## src/core/lag_pkg.sv

```systemverilog
// constants and types for logical address generation
// How it works
// - six selectors, each with hidden descriptor
// - selector load triggers descriptor fetch and install
// - descriptors written only by internal load logic
// - loaded segment translates with no table access
// - fetch uses ip in code, stack uses sp
// - implicit segment from instruction type
// - override prefix forces the segment of the next translation when it is a data access
// - offset is base plus scaled index plus displacement
// - base, index from any register; displacement from instruction
// - index scaled by one, two, four, eight
// - displacement 8 or 32 bits, sign extended
// - seven memory modes; register, immediate need none
// - zero base descriptors give one flat space
// - unaligned operands accepted, flagged for extra cycles
// - near pointer 32 bits, far pointer 48 bits
// - logical address is 16-bit selector plus offset
// - address is descriptor base plus offset
package lag_pkg;
	localparam int ADDR_W = 32;
	localparam int SEL_W  = 16;
	localparam int FAR_W  = 48;
	localparam int NSEG   = 6;
	localparam int SEGI_W = 3;
	localparam int NGPR   = 8;
	localparam int GPR_W  = 3;
	// segment indices
	localparam logic [2:0] SEG_CODE   = 3'h0;
	localparam logic [2:0] SEG_STACK  = 3'h1;
	localparam logic [2:0] SEG_DATA_A = 3'h2;
	localparam logic [2:0] SEG_DATA_B = 3'h3;
	localparam logic [2:0] SEG_DATA_C = 3'h4;
	localparam logic [2:0] SEG_DATA_D = 3'h5;
	// reset base of every descriptor: flat space
	localparam logic [31:0] DESC_BASE_RST = 32'h0000_0000;
	localparam logic [15:0] SEL_RST       = 16'h0000;
	// access class from the decoder
	typedef enum logic [1:0] {
		ACC_FETCH = 2'h0,
		ACC_STACK = 2'h1,
		ACC_DATA  = 2'h2,
		ACC_JUMP  = 2'h3
	} acc_kind_t;
	// operand sizes in bytes, encoded log2 except SZ_FAR, the 6-byte far pointer
	typedef enum logic [1:0] {
		SZ_BYTE  = 2'h0,
		SZ_WORD  = 2'h1,
		SZ_DWORD = 2'h2,
		SZ_FAR   = 2'h3
	} op_size_t;
	// descriptor load controller states
	typedef enum logic [2:0] {
		LD_IDLE = 3'b001,
		LD_REQ  = 3'b010,
		LD_WAIT = 3'b100
	} ld_state_t;
endpackage

```

## src/core/offset_if.sv

```systemverilog
// bundle between translator and offset adder
`timescale 1ns/100ps
`default_nettype none
interface offset_if;
	import lag_pkg::*;
	logic [31:0] base_val;
	logic [31:0] index_val;
	logic [1:0]  scale_log;
	logic [31:0] disp_val;
	logic        disp_wide;
	logic        use_base;
	logic        use_index;
	logic        use_disp;
	logic [31:0] offset;
	modport src (output base_val, index_val, scale_log, disp_val, disp_wide,
		use_base, use_index, use_disp, input offset);
	modport calc (input base_val, index_val, scale_log, disp_val, disp_wide,
		use_base, use_index, use_disp, output offset);
endinterface
`default_nettype wire

```

## src/core/logical_address_generation.sv

```systemverilog
// segment registers, descriptor cache and operand address generation
`timescale 1ns/100ps
`default_nettype none
module logical_address_generation
	import lag_pkg::*;
(
	input  wire logic              core_clk_i,
	input  wire logic              srst_i,
	// selector load from a program instruction
	input  wire logic              sel_wr_i,
	input  wire logic [SEGI_W-1:0] sel_wr_idx_i,
	input  wire logic [SEL_W-1:0]  sel_wr_val_i,
	// descriptor fetch port toward the bus unit
	output logic                   desc_req_o,
	output logic [SEL_W-1:0]       desc_sel_o,
	input  wire logic              desc_ack_i,
	input  wire logic [31:0]       desc_base_i,
	output logic                   load_busy_o,
	// general registers, pointers
	input  wire logic [NGPR*32-1:0] gpr_i,
	input  wire logic [31:0]       instruction_pointer_reg_i,
	input  wire logic [31:0]       stack_pointer_reg_i,
	// override prefix from the decoder
	input  wire logic              prefix_i,
	input  wire logic [SEGI_W-1:0] prefix_seg_i,
	// translation request
	input  wire logic              xlat_req_i,
	input  wire acc_kind_t         acc_kind_i,
	input  wire op_size_t          op_size_i,
	input  wire logic              use_base_i,
	input  wire logic [GPR_W-1:0]  base_sel_i,
	input  wire logic              use_index_i,
	input  wire logic [GPR_W-1:0]  index_sel_i,
	input  wire logic [1:0]        scale_log_i,
	input  wire logic              use_disp_i,
	input  wire logic              disp_wide_i,
	input  wire logic [31:0]       disp_i,
	// results
	output logic                   addr_vld_o,
	output logic [ADDR_W-1:0]      addr_o,
	output logic [ADDR_W-1:0]      near_ptr_o,
	output logic [FAR_W-1:0]       far_ptr_o,
	output logic [SEGI_W-1:0]      seg_used_o,
	output logic                   misaligned_o,
	output logic [SEL_W-1:0]       data_segment_selector_a_o,
	output logic [SEL_W-1:0]       data_segment_selector_b_o,
	output logic [SEL_W-1:0]       data_segment_selector_c_o,
	output logic [SEL_W-1:0]       data_segment_selector_d_o
);
	// visible selectors and hidden descriptor bases
	logic [SEL_W-1:0]  sel_ff      [NSEG];
	logic [SEL_W-1:0]  nxt_sel     [NSEG];
	logic [31:0]       desc_ff     [NSEG];
	logic [31:0]       nxt_desc    [NSEG];
	ld_state_t         ld_ff, nxt_ld;
	logic [SEGI_W-1:0] ld_idx_ff, nxt_ld_idx;
	logic              pend_ff, nxt_pend;
	logic [SEGI_W-1:0] pend_seg_ff, nxt_pend_seg;
	logic              vld_ff, nxt_vld;
	logic [31:0]       addr_ff, nxt_addr, off_ff, nxt_off;
	logic [SEGI_W-1:0] used_ff, nxt_used;
	logic              mis_ff, nxt_mis;
	logic [SEGI_W-1:0] seg_sel;
	logic [31:0]       lin_off;
	logic [3:0]        size_mask;
	logic              req_ff, nxt_req;
	logic              busy_ff, nxt_busy;
	logic [SEL_W-1:0]  ld_sel_ff, nxt_ld_sel;
	logic [SEL_W-1:0]  far_sel_ff, nxt_far_sel;

	offset_if oi ();
	offset_adder u_adder (
		.oi (oi.calc)
	);

	// operand fields: any general register as base or index
	assign oi.base_val  = gpr_i[base_sel_i*32 +: 32];
	assign oi.index_val = gpr_i[index_sel_i*32 +: 32];
	assign oi.scale_log = scale_log_i;
	assign oi.disp_val  = disp_i;
	assign oi.disp_wide = disp_wide_i;
	// mode set by use bits covers direct through based indexed with disp
	assign oi.use_base  = use_base_i;
	assign oi.use_index = use_index_i;
	assign oi.use_disp  = use_disp_i;

	// descriptor load: selector write starts a fetch of its descriptor
	always_comb begin
		nxt_ld     = ld_ff;
		nxt_ld_idx = ld_idx_ff;
		nxt_ld_sel = ld_sel_ff;
		for (int i = 0; i < NSEG; i++) begin
			nxt_sel[i]  = sel_ff[i];
			nxt_desc[i] = desc_ff[i];
		end
		unique case (ld_ff)
			LD_IDLE: begin
				if (sel_wr_i) begin
					nxt_sel[sel_wr_idx_i] = sel_wr_val_i;
					nxt_ld_idx            = sel_wr_idx_i;
					nxt_ld_sel            = sel_wr_val_i;
					nxt_ld                = LD_REQ;
				end
			end
			LD_REQ: begin
				nxt_ld = LD_WAIT;
			end
			LD_WAIT: begin
				if (desc_ack_i) begin
					nxt_desc[ld_idx_ff] = desc_base_i;
					nxt_ld              = LD_IDLE;
				end
			end
			default: begin
				nxt_ld = LD_IDLE;
			end
		endcase
		// request and busy registered so both ports come from flops
		nxt_req  = (nxt_ld == LD_WAIT);
		nxt_busy = (nxt_ld != LD_IDLE);
	end

	always_ff @(posedge core_clk_i) begin
		if (srst_i) begin
			ld_ff     <= LD_IDLE;
			ld_idx_ff <= SEG_CODE;
			req_ff    <= 1'b0;
			busy_ff   <= 1'b0;
			ld_sel_ff <= SEL_RST;
			for (int i = 0; i < NSEG; i++) begin
				sel_ff[i]  <= SEL_RST;
				desc_ff[i] <= DESC_BASE_RST;
			end
		end else begin
			ld_ff     <= nxt_ld;
			ld_idx_ff <= nxt_ld_idx;
			req_ff    <= nxt_req;
			busy_ff   <= nxt_busy;
			ld_sel_ff <= nxt_ld_sel;
			for (int i = 0; i < NSEG; i++) begin
				sel_ff[i]  <= nxt_sel[i];
				desc_ff[i] <= nxt_desc[i];
			end
		end
	end

	// segment choice: pending prefix overrides the implicit one for data accesses only
	always_comb begin
		unique case (acc_kind_i)
			ACC_FETCH: seg_sel = SEG_CODE;
			ACC_JUMP:  seg_sel = SEG_CODE;
			ACC_STACK: seg_sel = SEG_STACK;
			ACC_DATA:  seg_sel = SEG_DATA_A;
		endcase
		if (pend_ff && acc_kind_i == ACC_DATA) begin
			seg_sel = pend_seg_ff;
		end
		unique case (acc_kind_i)
			ACC_FETCH: lin_off = instruction_pointer_reg_i;
			ACC_STACK: lin_off = stack_pointer_reg_i;
			ACC_DATA:  lin_off = oi.offset;
			ACC_JUMP:  lin_off = oi.offset;
		endcase
		unique case (op_size_i)
			SZ_BYTE:  size_mask = 4'h0;
			SZ_WORD:  size_mask = 4'h1;
			SZ_DWORD: size_mask = 4'h3;
			SZ_FAR:   size_mask = 4'h1;
		endcase
	end

	// prefix held until the next translated instruction consumes it
	always_comb begin
		nxt_pend     = pend_ff;
		nxt_pend_seg = pend_seg_ff;
		if (xlat_req_i && ld_ff == LD_IDLE && !sel_wr_i) begin
			nxt_pend = 1'b0;
		end
		if (prefix_i) begin
			nxt_pend     = 1'b1;
			nxt_pend_seg = prefix_seg_i;
		end
	end

	// translation result; uses cached descriptor, refuses requests during a load or a selector write
	always_comb begin
		nxt_vld  = 1'b0;
		nxt_addr = addr_ff;
		nxt_off  = off_ff;
		nxt_used = used_ff;
		nxt_mis  = mis_ff;
		nxt_far_sel = far_sel_ff;
		if (xlat_req_i && ld_ff == LD_IDLE && !sel_wr_i) begin
			nxt_vld  = 1'b1;
			nxt_off  = lin_off;
			nxt_addr = 32'(desc_ff[seg_sel] + lin_off);
			nxt_used = seg_sel;
			nxt_far_sel = sel_ff[seg_sel];
			nxt_mis  = |(lin_off[3:0] & size_mask);
		end
	end

	always_ff @(posedge core_clk_i) begin
		if (srst_i) begin
			pend_ff     <= 1'b0;
			pend_seg_ff <= SEG_DATA_A;
			vld_ff      <= 1'b0;
			addr_ff     <= 32'h0000_0000;
			off_ff      <= 32'h0000_0000;
			used_ff     <= SEG_CODE;
			mis_ff      <= 1'b0;
			far_sel_ff  <= SEL_RST;
		end else begin
			pend_ff     <= nxt_pend;
			pend_seg_ff <= nxt_pend_seg;
			vld_ff      <= nxt_vld;
			addr_ff     <= nxt_addr;
			off_ff      <= nxt_off;
			used_ff     <= nxt_used;
			mis_ff      <= nxt_mis;
			far_sel_ff  <= nxt_far_sel;
		end
	end

	// outputs straight from flops
	assign desc_req_o   = req_ff;
	assign desc_sel_o   = ld_sel_ff;
	assign load_busy_o  = busy_ff;
	assign addr_vld_o   = vld_ff;
	assign addr_o       = addr_ff;
	assign near_ptr_o   = off_ff;
	assign far_ptr_o    = {far_sel_ff, off_ff};
	assign seg_used_o   = used_ff;
	assign misaligned_o = mis_ff;
	assign data_segment_selector_a_o = sel_ff[SEG_DATA_A];
	assign data_segment_selector_b_o = sel_ff[SEG_DATA_B];
	assign data_segment_selector_c_o = sel_ff[SEG_DATA_C];
	assign data_segment_selector_d_o = sel_ff[SEG_DATA_D];
endmodule
`default_nettype wire

```

## src/core/offset_adder.sv

```systemverilog
// combinational effective offset adder
`timescale 1ns/100ps
`default_nettype none
module offset_adder
	import lag_pkg::*;
(
	offset_if.calc oi
);
	logic [31:0] base_term;
	logic [31:0] index_term;
	logic [31:0] disp_term;
	// absent parts contribute zero; scale by shift; narrow disp sign extended
	always_comb begin
		base_term  = oi.use_base ? oi.base_val : 32'h0000_0000;
		index_term = oi.use_index ? (oi.index_val << oi.scale_log) : 32'h0000_0000;
		if (!oi.use_disp) begin
			disp_term = 32'h0000_0000;
		end else if (oi.disp_wide) begin
			disp_term = oi.disp_val;
		end else begin
			disp_term = {{24{oi.disp_val[7]}}, oi.disp_val[7:0]};
		end
		oi.offset = 32'(base_term + index_term + disp_term);
	end
endmodule
`default_nettype wire

```

## config.mk

```make
export PLATFORM = sky130hd
export DESIGN_NAME = logical_address_generation
export DESIGN_NICKNAME = d
export VERILOG_FILES = /design/src/core/lag_pkg.sv /design/src/core/offset_if.sv /design/src/core/logical_address_generation.sv /design/src/core/offset_adder.sv
export SDC_FILE = /design/constraint.sdc
export NUM_CORES = 1
export LEC_CHECK = 0
export ABC_CLOCK_PERIOD_IN_PS = 18750
export BUFFER_PORTS_ARGS = -buffer_cell sky130_fd_sc_hd__buf_2
export CAP_MARGIN = 10
export CORE_AREA = 2 2 241 243
export DETAILED_ROUTE_END_ITERATION = 16
export DIE_AREA = 0 0 243 245
export PLACE_DENSITY_LB_ADDON = 0.15
export SLEW_MARGIN = 0
export SYNTH_ARGS = -nofsm -noshare
export SYNTH_HDL_FRONTEND = slang
export SYNTH_HIERARCHICAL = 1
export SYNTH_SLANG_ARGS = --single-unit
```

## constraint.sdc

```tcl
create_clock -name core_clk_i -period 18.75 [get_ports core_clk_i]
set_input_delay 4.6875 -clock core_clk_i [delete_from_list [all_inputs] [get_ports core_clk_i]]
set_output_delay 4.6875 -clock core_clk_i [all_outputs]
set_load 0.01 [all_outputs]
```

==> metrics.md <==
| Metric | Value |
|---|---|
| Setup repair bufs after CTS | 0 |
| FMAX | 90.6 MHz |
| Yosys top cell by area | dfxtp_1 |
| Max-slew headroom | 21.9% |
| Core ar. | 57,000 um2 |
| Top-count cell post-synth | nand2_1 |
| Dpl cells | 4,270 |
| CTS tree | built |
| Die extent in y | 245 um |
| Synth cell count leaders | nand2_1, a21oi_1, dfxtp_1 |
| # IOs | 627 |
| Filler-free cell count of the finished design | 4,364 |
| Vias per Instance | 5.80 |
| Share of cells above drive strength 1 | 28.3% |
| Crit path DAT | 11.47 ns |
| Peak supply drop | 55.6 uV |
| Prevailing post-synth register cell | dfxtp_1 |
| Crit share post-route | 58.9% |
| Crit path capture type | register |
| Setup WS pre-CTS | 7.12 ns |
| Mapped Cells | 3,122 |
| Nets | 4,071 |
| Initial Util | 46.0% |
| Clock Path Buffers | 3 |
| Clk_lat worst skew | 0.56 ns |
| Synth async-reset ratio | 0% |
| Total number of vias | 25,300 |
| Cell Rows | 88 |
| Clock skew | 0.0149 ns |
| Slew Viols, Final | 0 |
| Largest net degree at the start of global routing | 141 |
| Area delta synth->final | 17.4% |
| Hold-fix buffers at CTS | 0 |
| Top cells by area, synth | dfxtp_1, mux4_2, nand2_1 |
| PortBufs | 626 |
| Crit Path Class | input pin to register |
| Leak | 12.8 nW |
| Die W | 243 um |
| Clk slew on worst S/H paths | 0.06 ns |
| Vias in the first global route | 24,473 |
| GRT Total Usage | 31.8% |
| Run status | complete, no violations |
| # fillers | 5,454 |
| HPWL after detailed placement | 71.4 mm |
| Distinct cells, synth | 81 |
| Synth Warn # | 6 |
| Detailed router's first-iteration violation count | 2,129 |
| Antenna violations before repair | 30 |
| Design Power | 2.36 mW |
| Total gr overflow | 0 |
| 1st-pass router iterations | 5 |
| First-pass GRT wire length | 147 mm |
| Post-Syn Area per Cell | 8.40 um2 |
| CP Max Fanout | 36 |
| Critical Path Source Type | input pin |
| Final worst setup slack | 7.71 ns |
| Pwr Density | 76.6 nW/um2 |
| Routed Antenna Nets | 0 |
| Root buffer cell | clkbuf_16 |
| Setup Total Neg Slack | 0 ns |
| Post-synth EDFFs | 0 |
| Final RePlAce weighted congestion | 0.981 |
| Clock sink count | 401 |
| CTS Buf Count | 42 |
| Die area | 59,500 um2 |
| Worst-Margin Slew | 1.17 ns |
| H-tree depth | 2 |
| Worst endpoint required time | 19.19 ns |
| Hold Crit Class | register to register |
| Synth top area share | 30.6% |
| Seq/Total Area, Yosys | 30.6% |
| Drt wl/cell | 22.2 um |
| Mapped cell area | 26,200 um2 |
| Final setup violation count | 0 |
| DRT Wirelength | 96.8 mm |
| Max_cap viols | 0 |
| Unrepaired setup endpoints after global routing | false |
| DRC violations left | 0 |
| Cts repair resizes | 0 |
| Final Hold Vio Count | 0 |
| Min Tclk post-route | 11.04 ns |
| #FFs+latches synth | 401 |
| Syn Nets | 3,644 |
cell families (layout without fill, tap and decap cells):
group / Yosys count / count (layout) / synth area share (%)
buffers and inverters: 347 / 802 / 5.88
AO/OA/AOI/OAI: 715 / 715 / 15.5
XOR/XNOR: 44 / 44 / 1.47
adder cells (fa/ha/maj): 94 / 94 / 5.43
flip-flops: 401 / 401 / 30.6
multiplexers: 359 / 359 / 22.9
AND/OR/NAND/NOR: 1162 / 1162 / 18.2
other: 0 / 22 / 0
critical path, cell delays in order:
cell and delay (ns):
buf_4 0.46, buf_4 0.69, mux4_2 0.59, mux2_2 0.32
mux4_2 0.47, nand2_1 0.11, fa_1 0.43, inv_1 0.06
ha_1 0.24, a21oi_1 0.12, o21bai_1 0.15, a21o_1 0.15
nor2_1 0.05, a211oi_1 0.42, nor2_1 0.10, xnor2_1 0.14
nand2_1 0.08, o21ai_0 0.13, ha_1 0.52, nand2_1 0.14
nor2_1 0.22, nand2_1 0.14, nor3_1 0.34, a41oi_2 0.17
and4_2 0.26, a311o_1 0.26
area by class of cell:
class / instances / area [um2] / area share (%)
Sequential cell: 401 / 8030 / 26.1
Timing Repair Buffer: 657 / 3380 / 11.0
Clock inverter: 11 / 138 / 0.447
Multi-Input combinational cell: 2374 / 16700 / 54.3
Antenna cell: 22 / 55.1 / 0.179
Tap cell: 765 / 957 / 3.11
Clock buffer: 61 / 1230 / 4.01
Inverter: 73 / 274 / 0.890
power breakdown:
| part | total [mW] | internal [mW] | leakage, nW | switching [mW] |
|---|---|---|---|---|
| sequential | 0.889 | 0.872 | 3.24 | 0.0170 |
| combinational | 0.626 | 0.261 | 8.84 | 0.365 |
| clock | 0.846 | 0.496 | 0.680 | 0.349 |
| total | 2.36 | 1.63 | 12.8 | 0.731 |
flip-flops by register name, summed over array words and instances, names as in the netlist, 3 cells and up:
register     cells
pend_seg_ff      3
far_sel_ff      16
sel_ff          96
near_ptr_o      32
ld_idx_ff        3
seg_used_o       3
desc_sel_o      16
addr_o          32
desc_ff        192
ld_ff            3
per-stage QoR:
step / utilization (%) / hold slack [ns] / area [um2]
finish: 54.0 / 0.451 / 30800
global placement: 51.5 / 0.437 / 29400
global route: 54.0 / 0.465 / 30800
CTS: 53.9 / 0.452 / 30700
detailed placement: 51.5 / 0.444 / 29400
floorplan: - / 0.429 / 26200
metal layers:
metal	wire length [um]	up-vias	global-route usage, %
li1	-	11786	-
met1	40700	12238	42.4
met4	3550	16	11.8
met5	110	-	0
met3	8390	183	7.06
met2	44000	1077	50.5
cell usage in the layout (no fill, tap or decap), types with 22 or more instances in the layout:
cell type	n
inv_1	73
mux4_2	187
nor3_1	30
buf_4	33
clkbuf_16	43
nand2_1	884
o21ai_0	116
ha_1	61
xnor2_1	29
dfxtp_1	401
mux2i_1	107
a21o_1	27
and2_1	37
fa_1	33
a21oi_1	434
buf_2	623
diode_2	22
mux2_2	65
nor2_1	117
a211oi_1	47
final timing paths:
kind	startpoint	end	slack [ns]	cells past startpoint
min reg2reg	sel_ff[1][10]	sel_ff[1][10]	0.45	2
min	sel_ff[1][10]	sel_ff[1][10]	0.45	2
max reg2reg	pend_ff	addr_o[28]	13.12	18
max	index_sel_i[0]	addr_o[29]	7.71	26
No activity file was read; power rests on OpenSTA's default activity.
